--- config.mk ---
export PLATFORM = sky130hd
export DESIGN_NAME = ppm_monitor
export DESIGN_NICKNAME = d
export VERILOG_FILES = /design/src/verilog/ppm_pkg.sv /design/src/verilog/ppm_ptr_alarm.sv /design/src/verilog/ppm_bip_check.sv /design/src/verilog/ppm_monitor.sv
export VERILOG_INCLUDE_DIRS = /design/src /design/src/verilog
export SDC_FILE = /design/constraint.sdc
export NUM_CORES = 1
export LEC_CHECK = 0
export BUFFER_PORTS_ARGS = -buffer_cell sky130_fd_sc_hd__buf_2
export CORE_ASPECT_RATIO = 0.8
export CORE_MARGIN = 2
export CORE_UTILIZATION = 60
export DETAILED_ROUTE_END_ITERATION = 10
export PLACE_DENSITY = 0.77
export SLEW_MARGIN = 20
export SYNTH_ARGS = -nofsm -noshare
export SYNTH_HDL_FRONTEND = slang
export SYNTH_HIERARCHICAL = 1
export SYNTH_SLANG_ARGS = --single-unit
--- constraint.sdc ---
create_clock -name sys_clk -period 3.89 [get_ports sys_clk]
set_input_delay 0.389 -clock sys_clk [delete_from_list [all_inputs] [get_ports sys_clk]]
set_output_delay 0.389 -clock sys_clk [all_outputs]
set_load 0.05 [all_outputs]
--- src/verilog/ppm_defs.svh ---
/*
 * Constants of the path alarm monitor: clock rates, persistence
 * counts, bit positions and serial alarm frame layout.
 * Assumes inclusion once per compilation unit, by bare name.
 */
`ifndef PPM_DEFS_SVH
`define PPM_DEFS_SVH

// Clock rates in hertz
`define PPM_SYS_CLK_HZ   25000000
`define PPM_OH_CLK_HZ    576000
// Half period of the overhead clock in system cycles
`define PPM_OH_HALF      (`PPM_SYS_CLK_HZ / (2 * `PPM_OH_CLK_HZ))

// Persistence counts in frames
`define PPM_CNT_W        4
`define PPM_LOP_SET      4'h8
`define PPM_LOP_CLR      4'h3
`define PPM_AIS_SET      4'h3
`define PPM_AIS_CLR      4'h3
`define PPM_FERF_CNT     4'h5

// Parity and status byte layout
`define PPM_BIP_BITS     8
`define PPM_BIP_CNT_W    4
`define PPM_G1_FERF_BIT  3
`define PPM_PTR_W        10

// Serial alarm frame: eight groups of nine slots, three carry data
`define PPM_SLOT_W       4
`define PPM_GRP_W        3
`define PPM_SLOT_LAST    4'h8
`define PPM_GRP_LAST     3'h7
`define PPM_GRP_USED     3'h3
`define PPM_SLOT_FERF    4'h8

`endif

--- src/verilog/ppm_pkg.sv ---
/*
 * Types of the path alarm monitor.
 * Assumes nothing of its surroundings.
 */
package ppm_pkg;

    typedef enum logic [1:0]
    {
        PPM_MODE_STS1,
        PPM_MODE_STS3C,
        PPM_MODE_3XSTS1
    } ppm_mode_t;

endpackage

--- src/verilog/ppm_ptr_alarm.sv ---
/*
 * Per-stream pointer loss, path AIS and far-end failure states.
 * Assumes frame_en is one cycle per frame, on a line clock enable.
 */
`timescale 1ns/1ps
`include "ppm_defs.svh"

module ppm_ptr_alarm
    import ppm_pkg::*;
(
    // Clock and reset
    input  wire logic                   sys_clk,
    input  wire logic                   rst,
    // Frame pointer report
    input  wire logic                   frame_en,
    input  wire logic                   ptr_valid,
    input  wire logic [`PPM_PTR_W-1:0]  ptr_value,
    input  wire logic                   new_data_flag,
    input  wire logic                   ptr_ones,
    input  wire logic [7:0]             g1_byte,
    // Alarm states
    output logic                        lop_q,
    output logic                        ais_q,
    output logic                        ferf_q
);

    logic [`PPM_CNT_W-1:0]  inv_q, ndf_q, same_q, ones_q, hi_q, lo_q;
    logic [`PPM_CNT_W-1:0]  inv_d, ndf_d, same_d, ones_d, hi_d, lo_d;
    logic [`PPM_PTR_W-1:0]  last_q;
    wire                    same_ok = ptr_valid & ~new_data_flag;
    wire                    ferf_bit = g1_byte[`PPM_G1_FERF_BIT];

    function automatic logic [`PPM_CNT_W-1:0] inc(
        input logic [`PPM_CNT_W-1:0] c
    );
        inc = (c == `PPM_LOP_SET) ? c : c + 4'h1;
    endfunction

    // Counters restart on any frame breaking their condition
    assign inv_d  = ~ptr_valid ? inc(inv_q) : 4'h0;
    assign ndf_d  = (ptr_valid & new_data_flag) ? inc(ndf_q) : 4'h0;
    assign same_d = ~same_ok ? 4'h0 :
                    (ptr_value == last_q) ? inc(same_q) : 4'h1;
    assign ones_d = ptr_ones ? inc(ones_q) : 4'h0;
    assign hi_d   = ferf_bit ? inc(hi_q) : 4'h0;
    assign lo_d   = ~ferf_bit ? inc(lo_q) : 4'h0;

    always_ff @(posedge sys_clk or posedge rst)
    begin
        if (rst)
        begin
            {inv_q, ndf_q, same_q, ones_q, hi_q, lo_q} <= '0;
            last_q <= '0;
        end
        else if (frame_en)
        begin
            {inv_q, ndf_q, same_q} <= {inv_d, ndf_d, same_d};
            {ones_q, hi_q, lo_q} <= {ones_d, hi_d, lo_d};
            if (ptr_valid)
                last_q <= ptr_value;
        end
    end

    always_ff @(posedge sys_clk or posedge rst)
    begin
        if (rst)
        begin
            lop_q  <= 1'b0;
            ais_q  <= 1'b0;
            ferf_q <= 1'b0;
        end
        else if (frame_en)
        begin
            if (inv_d == `PPM_LOP_SET || ndf_d == `PPM_LOP_SET)
                lop_q <= 1'b1;
            else if (same_d == `PPM_LOP_CLR)
                lop_q <= 1'b0;
            if (ones_d == `PPM_AIS_SET)
                ais_q <= 1'b1;
            else if (same_d == `PPM_AIS_CLR ||
                     (ptr_valid & new_data_flag))
                ais_q <= 1'b0;
            if (hi_d == `PPM_FERF_CNT)
                ferf_q <= 1'b1;
            else if (lo_d == `PPM_FERF_CNT)
                ferf_q <= 1'b0;
        end
    end
endmodule

--- src/verilog/ppm_bip_check.sv ---
/*
 * Per-stream path parity check and error pulse queue.
 * Assumes byte_en marks path payload bytes, frame_start the first.
 */
`timescale 1ns/1ps
`include "ppm_defs.svh"

module ppm_bip_check
    import ppm_pkg::*;
(
    // Clock and reset
    input  wire logic                      sys_clk,
    input  wire logic                      rst,
    // Path payload bytes
    input  wire logic                      byte_en,
    input  wire logic [7:0]                byte_data,
    input  wire logic                      frame_start,
    input  wire logic                      b3_en,
    // Control and timing
    input  wire logic                      block_mode,
    input  wire logic                      ovh_fall,
    // Results
    output logic                           err_pulse_q,
    output logic [`PPM_BIP_CNT_W-1:0]      errs_q
);

    logic [7:0]                  acc_q, prev_q;
    logic [`PPM_BIP_CNT_W-1:0]   pend_q;
    wire  [7:0]                  mism = byte_data ^ prev_q;
    logic [`PPM_BIP_CNT_W-1:0]   ones;
    wire                         check = byte_en & b3_en;
    wire  [`PPM_BIP_CNT_W-1:0]   load = block_mode ?
                                 {3'h0, |mism} : ones;

    always_comb
    begin
        ones = '0;
        for (int i = 0; i < `PPM_BIP_BITS; i++)
            ones = ones + {3'h0, mism[i]};
    end

    // Parity of previous frame kept against the received B3
    always_ff @(posedge sys_clk or posedge rst)
    begin
        if (rst)
        begin
            acc_q  <= '0;
            prev_q <= '0;
        end
        else if (byte_en)
        begin
            acc_q <= frame_start ? byte_data : acc_q ^ byte_data;
            if (frame_start)
                prev_q <= acc_q;
        end
    end

    always_ff @(posedge sys_clk or posedge rst)
    begin
        if (rst)
        begin
            pend_q      <= '0;
            errs_q      <= '0;
            err_pulse_q <= 1'b0;
        end
        else
        begin
            if (check)
            begin
                pend_q <= load;
                errs_q <= load;
            end
            else if (ovh_fall && pend_q != '0)
                pend_q <= pend_q - 4'h1;
            if (ovh_fall)
                err_pulse_q <= (pend_q != '0);
        end
    end
endmodule

--- src/verilog/ppm_monitor.sv ---
/*
 * Path alarm monitor top: overhead clocks, parity error pulses,
 * serial alarm port and line-side alarm outputs for three streams.
 * Assumes line_clk_en marks rising line-side clock edges and that
 * all inputs are synchronous to sys_clk.
 */
// What this block does
// - Bit mode gives one parity pulse per bad bit, at most eight.
// - Block mode gives one parity pulse per frame on any mismatch.
// - Received B3 is compared with parity of the previous frame.
// - Parity pulses change only on overhead clock falling edges, or at once when external termination clears them.
// - Serial port sends error counts and failure state on falls.
// - Pointer loss rises after eight invalid or eight flagged frames.
// - Pointer loss clears after three equal valid unflagged pointers.
// - Concatenated mode uses only the first pointer pair.
// - Path AIS rises after three all-ones pointer frames.
// - AIS clears on three equal pointers or one flagged valid.
// - Far-end failure rises after five frames with status bit set.
// - Far-end failure clears after five frames with bit clear.
// - Single-stream modes drive only stream one outputs.
// - Pointer, AIS and failure outputs change on line clock edges.
// - External termination holds every alarm output inactive.
// - Overhead clocks run near 576 kHz, one per stream.
// - Frame mark is high on the first stream-one error slot.
`timescale 1ns/1ps
`include "ppm_defs.svh"

module ppm_monitor
    import ppm_pkg::*;
#(
    parameter int OH_HALF = `PPM_OH_HALF
)
(
    // Clock and reset
    input  wire logic                      sys_clk,
    input  wire logic                      rst,
    // Mode control
    input  wire ppm_mode_t                 mode,
    input  wire logic                      block_mode,
    input  wire logic                      ext_term_en,
    // Line-side timing
    input  wire logic                      line_clk_en,
    // Per-stream frame pointer reports
    input  wire logic [2:0]                frame_tick,
    input  wire logic [2:0]                ptr_valid,
    input  wire logic [2:0][9:0]           ptr_value,
    input  wire logic [2:0]                new_data_flag,
    input  wire logic [2:0]                ptr_ones,
    input  wire logic [2:0][7:0]           g1_byte,
    // Per-stream path payload bytes
    input  wire logic [2:0]                spe_byte_en,
    input  wire logic [2:0][7:0]           spe_byte,
    input  wire logic [2:0]                spe_start,
    input  wire logic [2:0]                spe_b3,
    // Overhead timing outputs
    output logic [2:0]                     overhead_clock_q,
    output logic [2:0]                     overhead_frame_mark_q,
    // Alarm outputs
    output logic [2:0]                     parity_error_pulse_q,
    output logic                           serial_alarm_out_q,
    output logic [2:0]                     pointer_loss_flag_q,
    output logic [2:0]                     path_ais_flag_q,
    output logic [2:0]                     far_end_fail_flag_q
);

    localparam int DIV_W = 8;

    if (OH_HALF < 2 || OH_HALF >= (1 << DIV_W))
    begin : g_bad_div
        $error("OH_HALF out of range");
    end

    // Divider and stream activity
    logic [DIV_W-1:0]          div_q;
    logic                      ohclk_q;
    wire                       div_wrap = (div_q == DIV_W'(OH_HALF - 1));
    wire                       ovh_fall = div_wrap & ohclk_q;
    wire                       multi = (mode == PPM_MODE_3XSTS1);
    wire  [2:0]                act = multi ? 3'h7 : 3'h1;
    wire                       quiet = ext_term_en;

    // Per-stream results
    wire  [2:0]                lop_s, ais_s, ferf_s, pulse_s;
    wire  [2:0][3:0]           errs_s;
    wire  [2:0]                frame_en = frame_tick & {3{line_clk_en}};

    // Overhead clock divider
    always_ff @(posedge sys_clk or posedge rst)
    begin
        if (rst)
        begin
            div_q   <= '0;
            ohclk_q <= 1'b0;
        end
        else
        begin
            div_q <= div_wrap ? '0 : div_q + DIV_W'(1);
            if (div_wrap)
                ohclk_q <= ~ohclk_q;
        end
    end

    // Per-stream state and parity checks
    for (genvar s = 0; s < 3; s++)
    begin : g_stream
        // Concatenated mode reads only the first pointer pair
        ppm_ptr_alarm u_ptr (
            .sys_clk       (sys_clk),
            .rst           (rst),
            .frame_en      (frame_en[s] & act[s]),
            .ptr_valid     (ptr_valid[s]),
            .ptr_value     (ptr_value[s]),
            .new_data_flag (new_data_flag[s]),
            .ptr_ones      (ptr_ones[s]),
            .g1_byte       (g1_byte[s]),
            .lop_q         (lop_s[s]),
            .ais_q         (ais_s[s]),
            .ferf_q        (ferf_s[s])
        );

        ppm_bip_check u_bip (
            .sys_clk       (sys_clk),
            .rst           (rst),
            .byte_en       (spe_byte_en[s] & line_clk_en),
            .byte_data     (spe_byte[s]),
            .frame_start   (spe_start[s]),
            .b3_en         (spe_b3[s]),
            .block_mode    (block_mode),
            .ovh_fall      (ovh_fall),
            .err_pulse_q   (pulse_s[s]),
            .errs_q        (errs_s[s])
        );
    end

    // Serial alarm slot counters
    logic [`PPM_SLOT_W-1:0]    slot_q;
    logic [`PPM_GRP_W-1:0]     grp_q;
    wire                       slot_wrap = (slot_q == `PPM_SLOT_LAST);
    wire                       grp_data = (grp_q < `PPM_GRP_USED);
    wire  [1:0]                grp_idx = grp_q[1:0];
    wire  [3:0]                grp_errs = errs_s[grp_idx];
    wire                       grp_live = grp_data & act[grp_idx];
    wire                       err_bit = (slot_q < grp_errs);
    wire                       ferf_bit = far_end_fail_flag_q[grp_idx];
    wire                       rad_d = grp_live &
                               ((slot_q == `PPM_SLOT_FERF) ?
                                ferf_bit : err_bit);
    wire  [`PPM_SLOT_W-1:0]    slot_n = slot_wrap ? '0 :
                               slot_q + `PPM_SLOT_W'(1);
    wire  [`PPM_GRP_W-1:0]     grp_n = !slot_wrap ? grp_q :
                               (grp_q == `PPM_GRP_LAST) ? '0 :
                               grp_q + `PPM_GRP_W'(1);
    // Mark travels with the slot now sent
    wire                       mark_n = (slot_q == '0) & (grp_q == '0);

    always_ff @(posedge sys_clk or posedge rst)
    begin
        if (rst)
        begin
            slot_q <= '0;
            grp_q  <= '0;
        end
        else if (ovh_fall)
        begin
            slot_q <= slot_n;
            grp_q  <= grp_n;
        end
    end

    // Overhead clock, and overhead-clocked outputs changed on falling edges
    always_ff @(posedge sys_clk or posedge rst)
    begin
        if (rst)
        begin
            overhead_clock_q      <= '0;
            overhead_frame_mark_q <= '0;
            parity_error_pulse_q  <= '0;
            serial_alarm_out_q    <= 1'b0;
        end
        else
        begin
            overhead_clock_q <= quiet ? '0 :
                                div_wrap ? {3{~ohclk_q}} & act :
                                overhead_clock_q & act;
            if (ovh_fall)
            begin
                overhead_frame_mark_q <= quiet ? '0 :
                                         {2'h0, mark_n};
                parity_error_pulse_q  <= quiet ? '0 :
                                         pulse_s & act;
                serial_alarm_out_q    <= ~quiet & rad_d;
            end
            else if (quiet)
            begin
                overhead_frame_mark_q <= '0;
                parity_error_pulse_q  <= '0;
                serial_alarm_out_q    <= 1'b0;
            end
        end
    end

    // Line-side alarm outputs
    always_ff @(posedge sys_clk or posedge rst)
    begin
        if (rst)
        begin
            pointer_loss_flag_q <= '0;
            path_ais_flag_q     <= '0;
            far_end_fail_flag_q <= '0;
        end
        else if (line_clk_en)
        begin
            pointer_loss_flag_q <= quiet ? '0 : lop_s & act;
            path_ais_flag_q     <= quiet ? '0 : ais_s & act;
            far_end_fail_flag_q <= quiet ? '0 : ferf_s & act;
        end
    end
endmodule

==> run_results.csv, run 1 <==
group,metric,value,unit
worst_setup_path,path_max_fanout,3,
clock_network,path_clk_slew,0.06,ns
cells_and_area,final_area,13900,um^2
clock_network,clockBufferDepth,3,
placed_design,dp_hpwl,17700,um
clock_network,cts_root_buffer,"clkbuf_16",
timing,max_slew_margin,36.9,%
detailed_routing,first_iter_violations,700,
cells_and_area,fillers,1497,
timing,whs,0.134,ns
logic_synthesis,synth_cell_types,67,
worst_setup_path,crit_path_end_kind,"flip-flop",
timing,fmax,318,MHz
worst_setup_path,critPathKind,"flip-flop to flip-flop",
timing,setup-violations-final,0,
cells_and_area,layout.nets,1523,
worst_setup_path,critPathSlowestCell,"fa_1",
status,status,"complete, no violations",
clock_network,clkLatencyLatePin,0.51,ns
die,die_area,21700,um^2
timing,rsz0062_at_grt,"no",
pwr,sequentialPowerShare,41.3,%
global_routing,grt_pass1_wl,43200,um
timing,fin_worst_skew,0.00844,ns
timing,setup_slack,0.742,ns
logic_synthesis,synth_edf_count,0,
worst_setup_path,worstPathArrival,3.57,ns
worst_setup_path,crit_chain,"xnor2_1 > inv_1 > fa_1 > fa_1 > inv_1 > fa_1 > inv_1 > fa_1 > xnor2_1 > nor3_2 > nor3_1 > nor3_1",
worst_setup_path,worst-path-buf-inv,3,
timing,drv_slew,0,
logic_synthesis,yosys.area_share.simple,16.9,%
placed_design,post-place-ws,0.601,ns
worst_setup_path,path_delay_family,"adder cells",
pwr,p_leak,6.25,nW
logic_synthesis,synth_compound_area_share,13.9,%
detailed_routing,ant_nets,0,
logic_synthesis,synth_ff_type,"dfrtp_1",
flow_run,max_cap_violations,0,
logic_synthesis,synth_fa_ha_area_share,8.54,%
pwr,vdd_drop_max,0.322,mV
min_path,hold-path-cell-count,2,
timing,min_period,3.15,ns
worst_setup_path,rr_worst_depth,12,
pwr,p_clk_share,31.2,%
worst_setup_path,path_depth,12,
die,die_h,132,um
placed_design,dp.cells,1578,
logic_synthesis,syn_area,12300,um^2
timing,finalCritPeriodShare,80.9,%
worst_setup_path,cp.required,4.31,ns
die,initial_core_util,61.7,%
cells_and_area,diodes,0,
global_routing,track_usage,23.7,%
die,rows,46,
placed_design,gp_congestion,0.843,
pwr,internal_power,5.09,mW
pwr,cellPowerDensity,535,nW/um^2
global_routing,antenna_found_initial,0,
worst_setup_path,cpMostUsedCell,"fa_1",
global_routing,grt_pass1_vias,9155,
logic_synthesis,synth_mux_area_share,5.81,%
worst_setup_path,start_kind,"flip-flop",
logic_synthesis,synthCells,1244,
cells_and_area,final_cells,1622,
logic_synthesis,synth_warnings,6,
pwr,switchingPower,2.33,mW
timing,setup_tns,0,ns
detailed_routing,dr_total_vias,9339,
clock_network,ctsResizeCount,0,
cells_and_area,drive_gt1_share,17.1,%
pwr,p_comb_share,27.5,%
logic_synthesis,ys_seq_elements,219,
logic_synthesis,yosysSeqAreaShare,44.5,%
die,core_area,20000,um^2
clock_network,htreeDepth,1,
detailed_routing,wl_per_cell,15.3,um
placed_design,dpl-instance-area,13000,um^2
clock_network,clock_sinks,219,
detailed_routing,remaining_drc_errors,0,
global_routing,grt_max_degree,38,
detailed_routing,vias_per_cell,5.76,
die,boundaryPins,125,
detailed_routing,wl,24800,um
clock_network,cts_tree,"built",
clock_network,cts_buffers,24,
placed_design,io_buffers,101,
worst_setup_path,cp_slowest_stage_delay,0.54,ns
cells_and_area,syn2layout_area_growth,12.6,%
timing,tightestPinTransition,0.946,ns
min_path,hp-class,"input pin to flip-flop",
pwr,switching_share,31.3,%
detailed_routing,first_pass_iters,5,
logic_synthesis,synth_top_family_by_area,"simple AND/OR/NAND/NOR gates",
die,fp.dieW,164,um
logic_synthesis,synth-async-reset-ratio,100,%
logic_synthesis,syn_area_per_cell,9.90,um^2
logic_synthesis,synth-xor-area-share,5.83,%
timing,finalHoldViolations,0,
global_routing,overflow,0,
cell usage in the layout (no fill, tap or decap), types with 8 or more instances in the layout:
cell type,synthesis,layout
nand2_1,134,134
mux2_2,59,59
nand3_1,52,52
buf_2,11,101
fa_1,12,12
ha_1,64,64
a21oi_1,28,28
buf_4,4,9
nor4_1,8,8
nor2b_1,27,27
nor3_1,26,26
nand4_1,9,9
clkbuf_16,0,25
o22ai_1,16,16
xnor2_1,57,57
dfrtp_1,219,219
nand2b_1,24,24
a32o_1,21,21
a31oi_1,9,9
inv_1,96,92
o21ai_0,113,113
xor2_1,25,25
nor2_1,44,44
a211oi_1,9,9
or3_1,16,16
o31ai_1,21,21
and2_1,9,9
cells in the mapped netlist (5+ instances only):
cell type	instances	share of area, %
a211oi_1	9	0.55
a21o_1	7	0.43
a21oi_1	28	1.1
a31oi_1	9	0.46
a32o_1	21	1.7
and2_1	9	0.46
buf_2	11	0.45
clkbuf_1	23	0.70
dfrtp_1	219	44
fa_1	12	2.0
ha_1	64	6.5
inv_1	96	2.9
mux2_2	59	5.4
nand2_1	134	4.1
nand2b_1	24	1.2
nand3_1	52	2.1
nand3b_1	5	0.30
nand4_1	9	0.46
nor2_1	44	1.3
nor2b_1	27	1.4
nor3_1	26	1.1
nor3b_1	7	0.43
nor4_1	8	0.41
o21ai_0	113	4.6
o22ai_1	16	0.81
o31ai_1	21	1.3
o41ai_1	6	0.43
or3_1	16	0.81
xnor2_1	57	4.1
xor2_1	25	1.8
power by group through the flow:
stage,combinational [mW],clock [mW],sequential (mW)
floorplan,1.61,0,3.03
global placement,1.94,0,3.08
detailed placement,2.03,0,3.10
CTS,2.05,2.36,3.06
global route,2.34,2.46,3.13
finish,2.04,2.31,3.07
path summary, 6_finish.rpt:
kind | from | to | slack, ns
max | g_stream[0].u_bip/prev_q[2] | g_stream[0].u_bip/pend_q[2] | 0.74
min reg2reg | div_q[7] | div_q[7] | 0.47
min | spe_byte[14] | g_stream[1].u_bip/acc_q[6] | 0.13
max reg2reg | g_stream[0].u_bip/prev_q[2] | g_stream[0].u_bip/pend_q[2] | 0.74
min in group asynchronous | rst | path_ais_flag_q[0] | 0.44
max in group asynchronous | rst | g_stream[2].u_bip/acc_q[4] | 2.56
cells by family after synthesis:
group                    Yosys count
AO/OA/AOI/OAI                    267
XOR/XNOR                          82
adder cells (fa/ha/maj)           77
buffers and inverters            138
flip-flops                       219
multiplexers                      64
other                              1
AND/OR/NAND/NOR                  396
flip-flops by register name, indices dropped and copies added (netlist names), 4 cells and up:
| register | flops |
|---|---|
| g_stream.u_ptr/last_q | 30 |
| g_stream.u_ptr/hi_q | 12 |
| g_stream.u_ptr/ndf_q | 12 |
| g_stream.u_bip/pend_q | 12 |
| g_stream.u_ptr/same_q | 12 |
| g_stream.u_ptr/ones_q | 12 |
| g_stream.u_bip/acc_q | 24 |
| g_stream.u_ptr/lo_q | 12 |
| div_q | 8 |
| slot_q | 4 |
| g_stream.u_bip/errs_q | 12 |
| g_stream.u_bip/prev_q | 24 |
| g_stream.u_ptr/inv_q | 12 |
metrics by stage:
| step | total power [mW] | utilization (%) |
|---|---|---|
| after floorplan | 4.63 | - |
| after global placement | 5.02 | 65.3 |
| after detailed placement | 5.13 | 65.3 |
| after CTS | 7.47 | 69.4 |
| after global routing | 7.94 | 69.4 |
| final | 7.42 | 69.4 |
area by class of cell:
cell class	count	area (um^2)	area share [%]
clock buffer	36	727	5.24
clock inverter	7	88.8	0.641
timing repair buffer	111	583	4.21
tap	264	330	2.38
sequential	219	5480	39.5
inverter	97	364	2.63
multi-input combinational	888	6290	45.4
layer usage:
layer / part of all wire (%) / vias to the layer above / track usage [%]
li1: - / 4572 / -
met5: 0 / - / 0
met3: 4.9 / 38 / 3.18
met4: 1.6 / 0 / 4.82
met2: 44 / 226 / 36.7
met1: 49 / 4503 / 35.9
what timing repair did:
action / 4_1_cts / 5_1_grt
endpoints found under the hold margin: 4 / 0
buffers inserted: 0 / 0
endpoints found under the setup margin: 0 / 0
hold buffers: 1 / 0
Power figures use the tool's default switching activity.
==> inputs of run 2 (changes only) <==
--- a/config.mk
+++ b/config.mk
@@ -9,9 +9,9 @@
 export BUFFER_PORTS_ARGS = -buffer_cell sky130_fd_sc_hd__buf_2
 export CORE_ASPECT_RATIO = 0.8
 export CORE_MARGIN = 2
-export CORE_UTILIZATION = 60
+export CORE_UTILIZATION = 54
 export DETAILED_ROUTE_END_ITERATION = 10
-export PLACE_DENSITY = 0.77
+export PLACE_DENSITY = 0.73
 export SLEW_MARGIN = 20
 export SYNTH_ARGS = -nofsm -noshare
 export SYNTH_HDL_FRONTEND = slang
==> constraint.sdc (replaced) <==
create_clock -name sys_clk -period 2.8 [get_ports sys_clk]
set_input_delay 0.28 -clock sys_clk [delete_from_list [all_inputs] [get_ports sys_clk]]
set_output_delay 0.28 -clock sys_clk [all_outputs]
set_load 0.05 [all_outputs]
==> run 2 against run 1 <==
Net effect: the flow now finishes with violations (negative setup slack); worst hold slack worse by 0.11 ns; largest cell class unchanged; flip-flop and latch count unchanged; design area up 3.0%; combinational power up 62%; utilization down 5.8 points; via count down 0.43%; total power up 46%; clock power up 41%; first-iteration DRC count down 1.3%; non-clock buffer count up 29; clock skew up 0.0016 ns; final cell count up 4.4%.
==> run_results.csv, run 2 (same netlist as run 1, synthesis figures left out) <==
group,metric,value,unit
clock_network,cts_tree,"built",
cells_and_area,regArea,5480,um^2
die,die_area,24000,um^2
cells_and_area,fillers,1809,
detailed_routing,wl_per_cell,14.9,um
worst_setup_path,start_kind,"flip-flop",
timing,setup-violations-final,9,
clock_network,path_clk_slew,0.06,ns
pwr,p_comb_share,30.5,%
die,die_h,139,um
pwr,cellPowerDensity,758,nW/um^2
pwr,sequentialPowerShare,39.5,%
detailed_routing,vias_per_cell,5.49,
die,fp.dieW,173,um
detailed_routing,first_pass_iters,5,
global_routing,overflow,0,
clock_network,htreeDepth,1,
global_routing,grt_max_degree,38,
cells_and_area,drive_gt1_share,21.0,%
pwr,switching_share,31.5,%
worst_setup_path,critPathKind,"flip-flop to flip-flop",
placed_design,dp_hpwl,18000,um
die,core_area,22400,um^2
timing,finalCritPeriodShare,107,%
clock_network,clkLatencyLatePin,0.51,ns
cells_and_area,syn2layout_area_growth,15.9,%
timing,whs,0.0255,ns
placed_design,dpl-instance-area,13300,um^2
clock_network,cts_root_buffer,"clkbuf_16",
timing,max_slew_margin,36.8,%
die,boundaryPins,125,
die,rows,49,
cells_and_area,final_cells,1694,
cells_and_area,final_cell_mix,"dfrtp_1 (219), nand2_1 (130), o21ai_0 (113), buf_2 (101), inv_1 (88)",
min_path,hp-class,"input pin to flip-flop",
timing,setup_slack,-0.205,ns
timing,fmax,333,MHz
timing,tightestPinTransition,0.947,ns
pwr,p_leak,6.42,nW
worst_setup_path,path_max_fanout,3,
timing,drv_slew,0,
timing,fin_worst_skew,0.0101,ns
detailed_routing,wl,25200,um
status,failed_checks,"negative setup slack",
timing,rsz0062_at_grt,"yes",
detailed_routing,dr_total_vias,9299,
worst_setup_path,worstPathArrival,3.43,ns
timing,min_period,3.01,ns
placed_design,gp_congestion,0.822,
worst_setup_path,cp.required,3.23,ns
die,initial_core_util,54.9,%
cells_and_area,largest_reg_flops,30,
pwr,switchingPower,3.41,mW
detailed_routing,first_iter_violations,691,
clock_network,clock_sinks,219,
pwr,vdd_drop_max,0.391,mV
global_routing,track_usage,21.6,%
placed_design,io_buffers,101,
pwr,p_clk_share,30.0,%
clock_network,cts_buffers,24,
cells_and_area,post-route-util,63.6,%
detailed_routing,ant_nets,0,
global_routing,grt_pass1_wl,44300,um
pwr,internal_power,7.41,mW
global_routing,grt_pass1_vias,9273,
cells_and_area,largest-register,"g_stream.u_ptr/last_q",
detailed_routing,remaining_drc_errors,0,
cells_and_area,multiInputGateArea,6420,um^2
global_routing,antenna_found_initial,0,
cells_and_area,final_common_cell,"dfrtp_1",
timing,finalHoldViolations,0,
placed_design,dp.cells,1644,
clock_network,clockBufferDepth,3,
worst_setup_path,crit_path_end_kind,"flip-flop",
cells_and_area,layout.nets,1552,
cells_and_area,diodes,0,
status,status,"finished with violations",
pwr,total_power,10.8,mW
flow_run,max_cap_violations,0,
cells_and_area,reg_top3,"g_stream.u_ptr/last_q (30), g_stream.u_bip/acc_q (24), g_stream.u_bip/prev_q (24)",
cells_and_area,final_area,14300,um^2
==> run 2: cell types whose count changed in the layout (fill, tap and decap cells not counted), moves of 2 or more <==
cell        delta
buf_4         +29
fa_1           -6
o311ai_2       +2
xor2_2         +6
fa_2           +6
inv_2          +5
o311ai_1       -2
xor2_1         -6
nand2_1        -4
inv_1          -4
clkinvlp_4     +4
xnor2_1        -6
nand2_2        +4
xnor2_2        +6
==> run 2: critical path, stage by stage, from the launching register on <==
cell	delay, ns
dfrtp_1	0.42
xnor2_2	0.18
inv_1	0.09
fa_1	0.52
fa_1	0.44
inv_2	0.07
fa_2	0.19
inv_2	0.05
fa_2	0.37
xnor2_2	0.14
nor3_2	0.22
a21oi_1	0.06
nor3_1	0.18
==> run 2: layer usage <==
| layer | wire length (um) | global-route usage (%) | vias to the layer above |
|---|---|---|---|
| li1 | - | - | 4626 |
| met4 | 414 | 4.55 | 0 |
| met1 | 12700 | 32.4 | 4466 |
| met2 | 11000 | 33.4 | 174 |
| met3 | 1010 | 3.26 | 33 |
| met5 | 0 | 0 | - |
==> run 2: path summary, 6_finish.rpt <==
check	startpoint	to	slack [ns]	cells past startpoint
hold / removal	ptr_value[3]	g_stream[0].u_ptr/last_q[3]	0.03	2
hold reg to reg	div_q[7]	div_q[7]	0.47	1
setup reg to reg	g_stream[1].u_bip/prev_q[2]	g_stream[1].u_bip/pend_q[2]	-0.21	12
max in group asynchronous	rst	g_stream[1].u_bip/prev_q[4]	1.57	3
min in group asynchronous	rst	path_ais_flag_q[0]	0.30	3
setup / recovery	g_stream[1].u_bip/prev_q[2]	g_stream[1].u_bip/pend_q[2]	-0.21	12
==> run 2: area by class of cell <==
cell class	count	area share, %
clock buffer	35	5.06
clock inverter	9	0.736
inverter	97	2.55
multi-input combinational	888	45.0
sequential	219	38.4
tap	306	2.68
timing repair buffer	140	5.61
==> run 2: per-stage QoR <==
stage               setup WS, ns  setup TNS (ns)
CTS                       -0.171          -0.781
global placement          -0.186          -0.935
global route              -0.375           -2.82
floorplan                -0.0269         -0.0807
detailed placement        -0.303           -1.72
finish                    -0.205           -1.06
==> run 2: power by group through the flow <==
stage          sequential [mW]  clock, mW  combinational, mW
4_1_cts                   4.27       3.33               3.24
6_report                  4.27       3.25               3.30
3_5_place_dp              4.31          0               3.10
2_1_floorplan             4.21          0               2.40
3_3_place_gp              4.28          0               2.95
5_1_grt                   4.37       3.48               3.77
==> run 2: timing repair <==
| action | CTS | global route |
|---|---|---|
| hold buffers | 1 | 0 |
| cloned | 0 | 0 |
| hold endpoints to repair | 88 | 0 |
| endpoints found under the setup margin | 13 | 16 |
| gates resized for setup | 9 | 3 |
| pin swaps | 7 | 2 |
| setup buffers | 2 | 3 |
==> inputs of run 3 (changes only) <==
--- a/config.mk
+++ b/config.mk
@@ -11,6 +11,7 @@
 export CORE_MARGIN = 2
 export CORE_UTILIZATION = 54
 export DETAILED_ROUTE_END_ITERATION = 10
+export MAX_ROUTING_LAYER = met4
 export PLACE_DENSITY = 0.73
 export SLEW_MARGIN = 20
 export SYNTH_ARGS = -nofsm -noshare
==> run 3 against run 2 <==
Net effect: the flow still finishes with violations (negative setup slack); worst hold slack barely moved; non-clock buffer count unchanged; utilization did not move; first-iteration DRC count fell by 7.1%; flip-flop and latch count stayed put; sequential power hardly changed; via count is 0.15% higher.
==> run_results.csv, run 3 (same netlist as run 1, synthesis figures left out) <==
group,metric,value,unit
status,status,"finished with violations",
status,failed_checks,"negative setup slack",
pwr,p_comb_share,30.5,%
die,die_area,24000,um^2
detailed_routing,wl,25200,um
min_path,hp-class,"input pin to flip-flop",
timing,fin_worst_skew,0.0112,ns
worst_setup_path,start_kind,"flip-flop",
placed_design,dp_hpwl,18000,um
detailed_routing,first_iter_violations,642,
timing,rsz0062_at_grt,"yes",
pwr,switching_share,31.5,%
cells_and_area,drive_gt1_share,21.0,%
timing,max_slew_margin,36.7,%
timing,tightestPinTransition,0.948,ns
global_routing,antenna_found_initial,0,
cells_and_area,fillers,1809,
worst_setup_path,r2r_start,"g_stream[1].u_bip/prev_q[2]",
worst_setup_path,cp_slowest_stage_delay,0.52,ns
pwr,sequentialPowerShare,39.5,%
cells_and_area,post-route-util,63.6,%
die,rows,49,
timing,min_period,3.00,ns
timing,setup_slack,-0.204,ns
cells_and_area,syn2layout_area_growth,15.9,%
pwr,internal_power,7.41,mW
worst_setup_path,cp.required,3.23,ns
clock_network,path_clk_slew,0.06,ns
detailed_routing,first_pass_iters,5,
clock_network,htreeDepth,1,
placed_design,gp_congestion,0.834,
worst_setup_path,worstPathArrival,3.43,ns
worst_setup_path,path_max_fanout,3,
global_routing,overflow,0,
timing,finalCritPeriodShare,107,%
detailed_routing,ant_nets,0,
worst_setup_path,crit_path_end_kind,"flip-flop",
worst_setup_path,critPathSlowestCell,"fa_1",
cells_and_area,diodes,0,
cells_and_area,final_cell_mix,"dfrtp_1 (219), nand2_1 (130), o21ai_0 (113), buf_2 (101), inv_1 (88)",
global_routing,grt_pass1_vias,9278,
clock_network,clockBufferDepth,3,
cells_and_area,final_common_cell,"dfrtp_1",
worst_setup_path,critPathKind,"flip-flop to flip-flop",
die,fp.dieW,173,um
pwr,total_power,10.8,mW
clock_network,cts_root_buffer,"clkbuf_16",
clock_network,cts_tree,"built",
flow_run,max_cap_violations,0,
pwr,p_leak,6.42,nW
pwr,vdd_drop_max,0.390,mV
timing,setup-violations-final,9,
clock_network,cts_buffers,24,
min_path,hold-path-cell-count,2,
global_routing,track_usage,22.3,%
clock_network,clock_sinks,219,
placed_design,io_buffers,101,
worst_setup_path,crit_chain,"xnor2_2 > inv_1 > fa_1 > fa_1 > inv_2 > fa_2 > inv_2 > fa_2 > xnor2_2 > nor3_2 > a21oi_1 > nor3_1",
clock_network,clkLatencyLatePin,0.51,ns
die,core_area,22400,um^2
detailed_routing,dr_total_vias,9313,
die,boundaryPins,125,
placed_design,dp.cells,1644,
detailed_routing,remaining_drc_errors,0,
cells_and_area,final_cells,1694,
timing,fmax,333,MHz
detailed_routing,vias_per_cell,5.50,
worst_setup_path,startpoint,"g_stream[1].u_bip/prev_q[2]",
die,initial_core_util,54.9,%
cells_and_area,layout.nets,1552,
die,die_h,139,um
timing,finalHoldViolations,0,
global_routing,grt_pass1_wl,44300,um
cells_and_area,largest-register,"g_stream.u_ptr/last_q",
cells_and_area,reg_top3,"g_stream.u_ptr/last_q (30), g_stream.u_bip/acc_q (24), g_stream.u_bip/prev_q (24)",
pwr,switchingPower,3.41,mW
detailed_routing,wl_per_cell,14.9,um
timing,drv_slew,0,
worst_setup_path,rr_worst_depth,12,
min_path,hold_path.startpoint,"ptr_value[13]",
pwr,cellPowerDensity,758,nW/um^2
global_routing,grt_max_degree,38,
cells_and_area,largest_reg_flops,30,
pwr,p_clk_share,30.0,%
==> run 3: cell counts in the layout (fill, tap and decap cells not counted) <==
Identical to the previous run, type by type.
==> run 3: path summary, 6_finish.rpt <==
kind	to	slack, ns
min in group asynchronous	path_ais_flag_q[0]	0.30
min	g_stream[1].u_ptr/last_q[3]	0.03
min reg2reg	div_q[7]	0.47
max	g_stream[1].u_bip/pend_q[2]	-0.20
max reg2reg	g_stream[1].u_bip/pend_q[2]	-0.20
max in group asynchronous	g_stream[1].u_bip/errs_q[1]	1.57
==> run 3: power groups by stage <==
| stage | Combinational, mW | Sequential [mW] | Clock, mW |
|---|---|---|---|
| 2_1_floorplan | 2.40 | 4.21 | 0 |
| 3_3_place_gp | 2.95 | 4.28 | 0 |
| 3_5_place_dp | 3.10 | 4.31 | 0 |
| 4_1_cts | 3.24 | 4.27 | 3.33 |
| 5_1_grt | 3.77 | 4.37 | 3.48 |
| 6_report | 3.30 | 4.27 | 3.25 |
==> run 3: layout make-up <==
| type | instances | area, um^2 | area share [%] |
|---|---|---|---|
| sequential | 219 | 5480 | 38.4 |
| timing repair buffer | 140 | 801 | 5.61 |
| clock buffer | 35 | 723 | 5.06 |
| tap | 306 | 383 | 2.68 |
| inverter | 97 | 364 | 2.55 |
| clock inverter | 9 | 105 | 0.736 |
| multi-input combinational | 888 | 6420 | 45.0 |
==> run 3: worst max-delay path: cells and delay by family (launching register included) <==
kind | cells | cell delay [ns]
fa+ha+maj | 4 | 1.52
flops | 1 | 0.42
simple gates | 2 | 0.40
xor+xnor | 2 | 0.32
buf+inv | 3 | 0.21
compound gates | 1 | 0.06
==> run 3: repair_timing <==
| action | CTS | global route |
|---|---|---|
| gates resized for setup | 9 | 3 |
| hold buffers | 1 | 0 |
| endpoints found under the setup margin | 13 | 16 |
| hold endpoints to repair | 88 | 0 |
| setup buffers | 2 | 3 |
| pin swaps | 7 | 2 |
==> run 3: per-layer routing <==
layer  share of wire [%]  vias up  GRT usage (%)
met4                 1.7        0           4.55
met1                  51     4465           32.5
met5                   0        -              -
met2                  44      193           33.5
li1                    -     4620              -
met3                 4.2       35           3.13
==> run 3: stage by stage <==
step	instance area, um^2	setup TNS (ns)	setup WS (ns)	hold WS (ns)
after global routing	14300	-2.82	-0.375	0.0138
final	14300	-1.02	-0.204	0.0255
after global placement	13300	-0.935	-0.186	0.278
after floorplan	12400	-0.0807	-0.0269	0.307
after detailed placement	13300	-1.72	-0.303	0.273
after CTS	14200	-0.781	-0.171	0.00717
